**src/common/itv_pkg.sv**
```systemverilog
// constants, layouts and types shared by the interrupt and trap vectoring block
package itv_pkg;

    // peripheral interrupt nodes in table order
    localparam int ITV_NODES  = 20;
    localparam int ITV_NODE_W = 5;
    // trap number per node; the vector location is four times this
    localparam logic [6:0] ITV_NODE_TRAP [0:ITV_NODES-1] = '{
        7'h19, 7'h1A, 7'h1B, 7'h1C, 7'h1D, 7'h1E, 7'h1F,
        7'h22, 7'h23, 7'h24, 7'h25, 7'h26, 7'h27,
        7'h2A, 7'h47, 7'h2B, 7'h2C, 7'h2D, 7'h2E, 7'h2F};
    // nodes of the second timer module, fuller variant only
    localparam logic [ITV_NODES-1:0] ITV_FULL_ONLY = 20'h01C00;

    // node control register layout
    localparam int ITV_CTL_LVL_LSB = 0;
    localparam int ITV_CTL_IE_BIT  = 6;
    localparam int ITV_CTL_IR_BIT  = 7;

    // exception causes, index = bit in the exception_flag_register
    localparam int ITV_EXC_N       = 8;
    localparam int ITV_EXC_NMI     = 0;
    localparam int ITV_EXC_STACK_OVERRUN_FLAG   = 1;
    localparam int ITV_EXC_STACK_UNDERRUN_FLAG   = 2;
    localparam int ITV_EXC_UNKNOWN_OPCODE_FLAG  = 3;
    localparam int ITV_EXC_PROTECTED_INSTR_FAULT_FLAG  = 4;
    localparam int ITV_EXC_ODDWORD = 5;
    localparam int ITV_EXC_ODDFTCH = 6;
    localparam int ITV_EXC_NOEXTB  = 7;
    localparam logic [6:0] ITV_EXC_TRAP [0:ITV_EXC_N-1] = '{
        7'h02, 7'h04, 7'h06, 7'h0A, 7'h0A, 7'h0A, 7'h0A, 7'h0A};
    // trap priority: class A above class B
    localparam logic [1:0] ITV_EXC_PRIO [0:ITV_EXC_N-1] = '{
        2'h2, 2'h2, 2'h2, 2'h1, 2'h1, 2'h1, 2'h1, 2'h1};
    localparam logic [6:0] ITV_RESET_TRAP = 7'h00;
    localparam logic [3:0] ITV_TRAP_LEVEL = 4'hF;

    // register byte offsets, and the exception flag register reset value
    localparam logic [7:0] ITV_OFS_NODE0  = 8'h00;
    localparam logic [7:0] ITV_OFS_EXC    = 8'h80;
    localparam logic [7:0] ITV_OFS_STATUS = 8'h84;
    localparam logic [7:0] ITV_EXC_RST    = 8'h00;

    localparam logic [1:0] ITV_RESP_OKAY   = 2'h0;
    localparam logic [1:0] ITV_RESP_SLVERR = 2'h2;

    typedef enum logic [1:0] {
        ITV_K_RESET = 2'b00,
        ITV_K_TRAP  = 2'b01,
        ITV_K_SWTRP = 2'b10,
        ITV_K_NODE  = 2'b11
    } itv_kind_t;

    // redirection offered to the core
    typedef struct packed {
        itv_kind_t  kind;
        logic [3:0] level;
        logic [6:0] trap_num;
        logic [8:0] vec_addr;
    } itv_vec_t;

    typedef enum logic [0:0] {
        ITV_S_IDLE  = 1'b0,
        ITV_S_OFFER = 1'b1
    } itv_fsm_t;

endpackage : itv_pkg

```
**src/design/itv_ctrl.sv**
```systemverilog
// interrupt and trap vectoring controller with an AXI4-Lite register port
//
// Function
// - each node has request, enable, vector and trap number; inputs 1-7 use 19h-1Fh.
// - second timer module nodes exist only in the fuller variant.
// - a hardware exception redirects the core at once, unmaskable.
// - each hardware exception sets its own bit in the exception flag register.
// - an exception preempts anything except a trap service of equal or higher priority.
// - standard and event transfer requests wait while a trap service runs.
// - nonmaskable, stack overrun and underrun use 08h, 10h, 18h, traps 02h-06h.
// - the five class B causes share vector 28h, trap 0Ah, told apart by flag.
// - each node control register holds a sixteen level priority field.
// - an accepted service is interrupted only by a strictly higher level.
// - software setting a node request flag raises that node's request.
//
// Added by the designer: the register offsets and register access over AXI4-Lite.
`timescale 1ns/1ps
module itv_ctrl import itv_pkg::*; #(
    parameter bit FULL_VARIANT = 1'b1,
    parameter int ADDR_W       = 8
) (
    input  wire logic                 core_clk_i,
    input  wire logic                 rst_i,
    input  wire logic [ADDR_W-1:0]    s_axi_awaddr,
    input  wire logic                 s_axi_awvalid,
    output logic                      s_axi_awready,
    input  wire logic [31:0]          s_axi_wdata,
    input  wire logic [3:0]           s_axi_wstrb,
    input  wire logic                 s_axi_wvalid,
    output logic                      s_axi_wready,
    output logic [1:0]                s_axi_bresp,
    output logic                      s_axi_bvalid,
    input  wire logic                 s_axi_bready,
    input  wire logic [ADDR_W-1:0]    s_axi_araddr,
    input  wire logic                 s_axi_arvalid,
    output logic                      s_axi_arready,
    output logic [31:0]               s_axi_rdata,
    output logic [1:0]                s_axi_rresp,
    output logic                      s_axi_rvalid,
    input  wire logic                 s_axi_rready,
    input  wire logic [ITV_NODES-1:0] node_event_i,
    input  wire logic [ITV_EXC_N-1:0] exc_event_i,
    input  wire logic                 sw_trap_i,
    input  wire logic [6:0]           sw_trap_num_i,
    input  wire logic                 sw_reset_i,
    input  wire logic                 wdt_overflow_i,
    input  wire logic [3:0]           core_level_i,
    input  wire logic                 core_ack_i,
    input  wire logic                 core_done_i,
    output itv_vec_t                  vec_o,
    output logic                      vec_valid_o,
    output logic                      pec_hold_o
);
    if (ADDR_W != 8) begin : g_chk
        $error("itv_ctrl: ADDR_W must be 8");
    end

    typedef struct packed {
        logic                 aw_have;
        logic [7:0]           aw_addr;
        logic                 w_have;
        logic [31:0]          wdata;
        logic [3:0]           wstrb;
        logic                 awready;
        logic                 wready;
        logic                 bvalid;
        logic [1:0]           bresp;
        logic                 arready;
        logic                 rvalid;
        logic [31:0]          rdata;
        logic [1:0]           rresp;
        logic [ITV_EXC_N-1:0] exc_flags;
        logic [ITV_EXC_N-1:0] trap_pend;
        logic                 sw_pend;
        logic [6:0]           sw_num;
        logic                 reset_pend;
        logic                 trap_active;
        logic [1:0]           trap_prio;
        itv_fsm_t             fsm;
        itv_vec_t             vec;
        logic [ITV_NODE_W-1:0] node_idx;
    } itv_state_t;

    itv_state_t st;
    itv_state_t next_st;

    logic [ITV_NODES-1:0] node_req;
    logic [ITV_NODES-1:0] node_en;
    logic [3:0]           node_lvl [0:ITV_NODES-1];
    logic [ITV_NODES-1:0] node_wr;
    logic [ITV_NODES-1:0] node_clr;

    ////////////////////////////////////////////////////////////////////////
    // nodes of the second timer module vanish in the reduced variant
    for (genvar g = 0; g < ITV_NODES; g++) begin : g_node
        itv_node #(
            .PRESENT (FULL_VARIANT || !ITV_FULL_ONLY[g])
        ) u_node (
            .core_clk_i (core_clk_i),
            .rst_i      (rst_i),
            .hw_set_i   (node_event_i[g]),
            .hw_clr_i   (node_clr[g]),
            .wr_en_i    (node_wr[g]),
            .wr_data_i  (st.wdata[7:0]),
            .req_o      (node_req[g]),
            .en_o       (node_en[g]),
            .lvl_o      (node_lvl[g])
        );
    end

    logic                  wr_go;
    logic                  wr_node;
    logic [ITV_NODE_W-1:0] wr_idx;
    logic [ITV_NODE_W-1:0] rd_idx;
    logic                  rd_node;

    assign wr_go   = st.aw_have && st.w_have && !st.bvalid;
    assign wr_idx  = st.aw_addr[ITV_NODE_W+1:2];
    assign wr_node = !st.aw_addr[7] && (32'(wr_idx) < ITV_NODES);
    assign rd_idx  = s_axi_araddr[ITV_NODE_W+1:2];
    assign rd_node = !s_axi_araddr[7] && (32'(rd_idx) < ITV_NODES);

    always_comb begin
        for (int i = 0; i < ITV_NODES; i++) begin
            node_wr[i]  = wr_go && wr_node && st.wstrb[0]
                          && (32'(wr_idx) == i);
            node_clr[i] = (st.fsm == ITV_S_OFFER) && core_ack_i
                          && (st.vec.kind == ITV_K_NODE)
                          && (32'(st.node_idx) == i);
        end
    end

    ////////////////////////////////////////////////////////////////////////
    always_comb begin
        logic                  best_ok;
        logic [3:0]            best_lvl;
        logic [ITV_NODE_W-1:0] best_idx;
        logic                  t_ok;
        int                    t_idx;
        logic                  rst_evt;
        best_ok  = 1'b0;
        best_lvl = 4'h0;
        best_idx = '0;
        t_ok     = 1'b0;
        t_idx    = 0;
        rst_evt  = sw_reset_i || wdt_overflow_i;
        next_st  = st;

        // AXI write: address and data taken in either order
        if (s_axi_awvalid && st.awready) begin
            next_st.aw_have = 1'b1;
            next_st.aw_addr = s_axi_awaddr;
        end
        if (s_axi_wvalid && st.wready) begin
            next_st.w_have = 1'b1;
            next_st.wdata  = s_axi_wdata;
            next_st.wstrb  = s_axi_wstrb;
        end
        if (wr_go) begin
            next_st.aw_have = 1'b0;
            next_st.w_have  = 1'b0;
            next_st.bvalid  = 1'b1;
            next_st.bresp   = ITV_RESP_OKAY;
            if (st.aw_addr == ITV_OFS_EXC) begin
                if (st.wstrb[0]) begin
                    next_st.exc_flags = st.exc_flags & ~st.wdata[7:0];
                end
            end else if (!wr_node) begin
                next_st.bresp = ITV_RESP_SLVERR;
            end
        end
        if (st.bvalid && s_axi_bready) begin
            next_st.bvalid = 1'b0;
        end
        next_st.awready = !next_st.aw_have && !next_st.bvalid;
        next_st.wready  = !next_st.w_have && !next_st.bvalid;

        // AXI read: data registered one cycle after the address
        if (s_axi_arvalid && st.arready) begin
            next_st.rvalid = 1'b1;
            next_st.rresp  = ITV_RESP_OKAY;
            next_st.rdata  = 32'h0000_0000;
            if (rd_node) begin
                next_st.rdata[ITV_CTL_IR_BIT]         = node_req[rd_idx];
                next_st.rdata[ITV_CTL_IE_BIT]         = node_en[rd_idx];
                next_st.rdata[ITV_CTL_LVL_LSB +: 4]   = node_lvl[rd_idx];
            end else if (s_axi_araddr == ITV_OFS_EXC) begin
                next_st.rdata[ITV_EXC_N-1:0] = st.exc_flags;
            end else if (s_axi_araddr == ITV_OFS_STATUS) begin
                next_st.rdata[0]    = st.trap_active;
                next_st.rdata[2:1]  = st.trap_prio;
                next_st.rdata[3]    = st.fsm == ITV_S_OFFER;
                next_st.rdata[14:8] = st.vec.trap_num;
            end else begin
                next_st.rresp = ITV_RESP_SLVERR;
            end
        end
        if (st.rvalid && s_axi_rready) begin
            next_st.rvalid = 1'b0;
        end
        next_st.arready = !next_st.rvalid;

        // flag per cause, set wins over the software clear
        next_st.exc_flags = next_st.exc_flags | exc_event_i;
        if (!st.sw_pend && sw_trap_i) begin
            next_st.sw_pend = 1'b1;
            next_st.sw_num  = sw_trap_num_i;
        end

        // highest enabled node level; ties go to the lower node index
        for (int i = 0; i < ITV_NODES; i++) begin
            if (node_req[i] && node_en[i]
                && (!best_ok || node_lvl[i] > best_lvl)) begin
                best_ok  = 1'b1;
                best_lvl = node_lvl[i];
                best_idx = ITV_NODE_W'(i);
            end
        end
        for (int i = ITV_EXC_N - 1; i >= 0; i--) begin
            if (st.trap_pend[i]) begin
                t_ok  = 1'b1;
                t_idx = i;
            end
        end

        case (st.fsm)
            ITV_S_IDLE: begin
                next_st.fsm = ITV_S_OFFER;
                if (st.reset_pend) begin
                    next_st.vec.kind     = ITV_K_RESET;
                    next_st.vec.level    = ITV_TRAP_LEVEL;
                    next_st.vec.trap_num = ITV_RESET_TRAP;
                end else if (t_ok && (!st.trap_active
                             || ITV_EXC_PRIO[t_idx] > st.trap_prio)) begin
                    next_st.vec.kind     = ITV_K_TRAP;
                    next_st.vec.level    = ITV_TRAP_LEVEL;
                    next_st.vec.trap_num = ITV_EXC_TRAP[t_idx];
                    next_st.node_idx     = ITV_NODE_W'(t_idx);
                end else if (st.sw_pend && !st.trap_active) begin
                    next_st.vec.kind     = ITV_K_SWTRP;
                    next_st.vec.level    = core_level_i;
                    next_st.vec.trap_num = st.sw_num;
                end else if (best_ok && !st.trap_active
                             && best_lvl > core_level_i) begin
                    next_st.vec.kind     = ITV_K_NODE;
                    next_st.vec.level    = best_lvl;
                    next_st.vec.trap_num = ITV_NODE_TRAP[best_idx];
                    next_st.node_idx     = best_idx;
                end else begin
                    next_st.fsm = ITV_S_IDLE;
                end
                // vector is four times the trap number
                next_st.vec.vec_addr = {next_st.vec.trap_num, 2'b00};
            end
            ITV_S_OFFER: begin
                if (core_ack_i) begin
                    next_st.fsm = ITV_S_IDLE;
                    case (st.vec.kind)
                        ITV_K_RESET: next_st.reset_pend = 1'b0;
                        ITV_K_SWTRP: next_st.sw_pend = 1'b0;
                        ITV_K_TRAP: begin
                            next_st.trap_pend[st.node_idx[2:0]] = 1'b0;
                            next_st.trap_active = 1'b1;
                            next_st.trap_prio   =
                                ITV_EXC_PRIO[st.node_idx[2:0]];
                        end
                        default: ;
                    endcase
                end
            end
            default: next_st.fsm = ITV_S_IDLE;
        endcase

        // single trap level tracked: a return ends all trap service
        if (core_done_i) begin
            next_st.trap_active = 1'b0;
            next_st.trap_prio   = 2'h0;
        end
        next_st.trap_pend = next_st.trap_pend | exc_event_i;
        if (rst_evt) begin
            // software reset and watchdog restart at zero
            next_st.reset_pend  = 1'b1;
            next_st.trap_active = 1'b0;
            next_st.trap_prio   = 2'h0;
            next_st.fsm         = ITV_S_IDLE;
        end
    end

    always_ff @(posedge core_clk_i) begin
        if (rst_i) begin
            st            <= '0;
            st.reset_pend <= 1'b1;
            st.exc_flags  <= ITV_EXC_RST;
        end else begin
            st <= next_st;
        end
    end

    assign s_axi_awready = st.awready;
    assign s_axi_wready  = st.wready;
    assign s_axi_bvalid  = st.bvalid;
    assign s_axi_bresp   = st.bresp;
    assign s_axi_arready = st.arready;
    assign s_axi_rvalid  = st.rvalid;
    assign s_axi_rdata   = st.rdata;
    assign s_axi_rresp   = st.rresp;
    assign vec_o         = st.vec;
    assign vec_valid_o   = st.fsm == ITV_S_OFFER;
    assign pec_hold_o    = st.trap_active;
endmodule : itv_ctrl

```
**src/design/itv_node.sv**
```systemverilog
// one interrupt node: request flag, enable flag and priority level
`timescale 1ns/1ps
module itv_node import itv_pkg::*; #(
    parameter bit PRESENT = 1'b1
) (
    input  wire logic       core_clk_i,
    input  wire logic       rst_i,
    input  wire logic       hw_set_i,
    input  wire logic       hw_clr_i,
    input  wire logic       wr_en_i,
    input  wire logic [7:0] wr_data_i,
    output logic            req_o,
    output logic            en_o,
    output logic [3:0]      lvl_o
);
    typedef struct packed {
        logic       req;
        logic       en;
        logic [3:0] lvl;
    } itv_node_t;

    itv_node_t st;
    itv_node_t next_st;

    always_comb begin
        next_st = st;
        // acknowledge clear goes first so a software set in that cycle wins
        if (hw_clr_i) begin
            next_st.req = 1'b0;
        end
        if (wr_en_i) begin
            next_st.en  = wr_data_i[ITV_CTL_IE_BIT];
            next_st.lvl = wr_data_i[ITV_CTL_LVL_LSB +: 4];
            next_st.req = wr_data_i[ITV_CTL_IR_BIT];
        end
        // an event in the clearing cycle is kept
        if (hw_set_i) begin
            next_st.req = 1'b1;
        end
        if (!PRESENT) begin
            next_st = '0;
        end
    end

    always_ff @(posedge core_clk_i) begin
        if (rst_i) begin
            st <= '0;
        end else begin
            st <= next_st;
        end
    end

    assign req_o = st.req;
    assign en_o  = st.en;
    assign lvl_o = st.lvl;
endmodule : itv_node

```
**config.mk**
```make
export PLATFORM = sky130hd
export DESIGN_NAME = itv_ctrl
export DESIGN_NICKNAME = d
export VERILOG_FILES = /design/src/common/itv_pkg.sv /design/src/design/itv_ctrl.sv /design/src/design/itv_node.sv
export SDC_FILE = /design/constraint.sdc
export NUM_CORES = 1
export LEC_CHECK = 0
export BUFFER_PORTS_ARGS = -buffer_cell sky130_fd_sc_hd__clkbuf_2
export CAP_MARGIN = 25
export CORE_MARGIN = 8
export CORE_UTILIZATION = 54
export DETAILED_ROUTE_END_ITERATION = 10
export PLACE_DENSITY_LB_ADDON = 0.12
export SETUP_SLACK_MARGIN = 0.05
export SYNTH_ARGS = -nofsm -noshare
export SYNTH_HDL_FRONTEND = slang
export SYNTH_SLANG_ARGS = --single-unit
export TNS_END_PERCENT = 1
```
**constraint.sdc**
```tcl
create_clock -name core_clk_i -period 29.8 [get_ports core_clk_i]
set_input_delay 0 -clock core_clk_i [delete_from_list [all_inputs] [get_ports core_clk_i]]
set_output_delay 0 -clock core_clk_i [all_outputs]
set_load 0.02 [all_outputs]
```
==> results.md <==
- Worst-path clk slew: 60 ps
- Critical path peak fanout: 7
- Post-DP Area: between 15000 and 20000 µm²
- VDD IR-drop max: 0.04072 mV
- Yosys top cell by area: dfxtp_1
- Total clock sinks: 208
- DIE WIDTH: 177.2 µm
- Vias in the first global route: 13781
- Mapped Cells: 1719
- Critical R2R Capture: vec_o[9]
- Crit share post-route: 100.4%
- CTS Buf Count: 24
- RSZ-0062 raised after global routing: yes
- CP top delay family: compound AO/OA/AOI/OAI gates
- Number of max-cap violations: 0
- Place WS: -716.1 ps
- Kind of critical path: reg -> reg
- R2r startpoint: g_node[0].u_node.en_o
- Share of cells above drive strength 1: 32.31%
- Placeable Area: between 20000 and 30000 µm²
- Worst Hold End: st[33]
- Synth area leaders: dfxtp_1, mux2i_1, nor2_1
- PnR worst setup slack: -105.3 ps
- CP Capture Type: flop
- Placed wire-length estimate: 34730 µm
- Overall routing resource usage: 29.24%
- Critical Path AT: 30320 ps
- GPL Wtd Cong: 0.9639
- Fin nets: 2274
- WL per Instance: 21.22 µm
- Most used DFF post-synth: dfxtp_1
- Most common cell after layout, fill and taps aside: nor2_1
- Full die area: between 30000 and 40000 µm²
- Yosys top cell area share: 29.66%
- # IOs: 168
- Synth cell types: 94
- Seq/Total Area, Yosys: between 20% and 30%
- Port Buffer Count: 119
- CP most frequent cell: ha_4
- R2R cell count: 174
- Startpoint types: flop
- Hold Path Stages: 2
- Worst clock skew: 19.06 ps
- Flop2flop setup slack: -110 ps
- Period minus WS final: 29910 ps
- Remaining global-route overflow: 0
- Antenna diode count: 0
- H-tree depth: 1
- CTS tree: built
- DR vias/cell: between 6 and 7
- Hold Path Class: in -> reg
- Ys async rst share: 0%
- Bufs and invs on worst path: 18
- Power per cell area: 34.85 nW/µm²
- Initial Utilization: 54.49%
- Area growth syn-to-layout: 38.00%
- Violated checks: negative hold slack, negative setup slack
- Routed Antenna Nets: 0
- DRT iter0 DRCs: 1629
- Setup Viol. Count Final: 2
- DR DRC count: 0
- Max Buffers Root-to-Sink: 3
- Die Y: ~180 µm
- Lkg Pwr: a little over 8 nW
- Hold_ws: -0.1793 ps
- Drt total wl: 51910 µm
- Vias: ~15000
- Critical Path Max Stage Delay: ~400 ps
- Max-slew headroom: 26.54%
- CP Data Required Time: 30210 ps
- Cell row count: just under 60
- First-pass GRT wire length: 74000 µm
- Antenna violations before repair: 0
- Syn. warnings: 0
- Status: complete, but fails checks
- Most frequent cells in the layout: nor2_1, buf_4, dfxtp_1
- Final Max Tran Viols: 0
- Largest net degree at the start of global routing: 114
- Hold path startpoint: rst_i
- Slew @ Worst Pin: 1102 ps
- Endpoints failing hold: 1
- DRT Pass-1 Iters: 6
- Register bit count reported by yosys: 208
- Fmax: roughly 0.033 GHz
- Cell area after layout: 19370 µm²
- Post-synth EDFFs: 0
- CTS root buf: clkbuf_16
- Synth Area per Inst: 8.167 µm²
- Clk_lat worst skew: between 500 and 600 ps
- Crit path max-delay cell type: a2111oi_4
- Syn Std Cell Area: around 14000 µm²
==> layer usage <==
layer	vias to the layer above	routed length (µm)	global-route usage [%]	part of all wire [%]
met2	837	24210	47.53	47
li1	6883	-	-	-
met5	-	0	0	0
met1	7319	21520	39.33	41
met3	144	4397	4.246	8.5
met4	0	1778	9.317	3.4
==> worst max path at each step <==
stage                           startpoint        end  slack, ps  cells past startpoint
finish               g_node[0].u_node.en_o   vec_o[9]       -110                    174
global route        g_node[0].u_node.req_o   vec_o[9]      -1460                    179
CTS                 g_node[0].u_node.req_o  vec_o[10]         60                    178
detailed placement  g_node[0].u_node.req_o  vec_o[10]       -720                    173
global placement    g_node[0].u_node.req_o  vec_o[10]        200                    174
floorplan            g_node[0].u_node.en_o      st[3]        120                    178
==> state kept, by name (all words and copies together), names as in the netlist, 13 cells and up <==
register             cells
s_axi_rdata             15
g_node.u_node.req_o     20
g_node.u_node.lvl_o     80
vec_o                   13
g_node.u_node.en_o      20
st                      51
==> what timing repair did <==
item,4_1_cts,5_1_grt
setup endpoints to repair,19,19
buffers inserted,19,52
hold buffers,74,0
pin swaps,16,152
hold endpoints to repair,81,0
gates resized for setup,43,213
==> final cells by class <==
class | count | area [µm²]
clock inverters | 8 | 153.9
clock buffers | 34 | 708.2
inverters | 79 | 301.5
fillers | 1774 | 6390
flip-flops and latches | 208 | 4167
well taps | 335 | 419.2
multi-input cells | 1325 | 10220
repair buffers | 457 | 3408
==> worst register-to-register path, delay by kind of cell (launching register included) <==
family	cells	cell delay [ps]
simple gates	34	4140
mux	10	2420
compound gates	92	15300
fa+ha+maj	20	5320
flops	1	320
buf+inv	18	2300
==> kinds of logic (layout without fill, tap and decap cells) <==
| logic type | count (synthesis) | after routing | share of synthesized area (%) |
|---|---|---|---|
| AND/OR/NAND/NOR | 627 | 627 | 19.93 |
| XOR/XNOR | 1 | 1 | 0.06240 |
| AO/OA/AOI/OAI | 424 | 424 | 20.45 |
| adder cells (fa/ha/maj) | 76 | 76 | 6.774 |
| flip-flops | 208 | 208 | 29.66 |
| multiplexers | 176 | 176 | 15.95 |
| other | 1 | 21 | 0.02671 |
| buffers and inverters | 206 | 578 | 7.139 |
==> power breakdown <==
| group | total [W] | leakage, nW | switching [W] | internal [W] |
|---|---|---|---|---|
| Combinational | 0.0000593 | 6.19 | 0.0000348 | 0.0000245 |
| Sequential | 0.000294 | 1.69 | 0.00000829 | 0.000285 |
| Clock | 0.000322 | 0.421 | 0.000123 | 0.000200 |
==> cell usage after synthesis (all sizes together), types with 21 or more instances <==
master,n
a211oi,24
a21o,21
a21oi,124
and2,21
buf,69
clkbuf,58
dfxtp,208
ha,76
inv,79
mux2i,121
mux4,36
nand2,170
nand3,34
nor2,276
nor2b,25
nor3,30
o21ai,84
==> metrics by stage <==
step / utilization [%] / total power [W] / TNS (ps) / cells
5_1_grt: 75.20 / 0.0006921 / -23150 / 2446
2_1_floorplan: - / 0.0003316 / 0 / 1739
4_1_cts: 69.35 / 0.0006724 / 0 / 2396
3_3_place_gp: 61.77 / 0.0003462 / 0 / 2260
3_5_place_dp: 61.88 / 0.0003474 / -8926 / 2261
6_report: 75.20 / 0.0006752 / -136.2 / 2446
(Power assumes the default switching activity.)
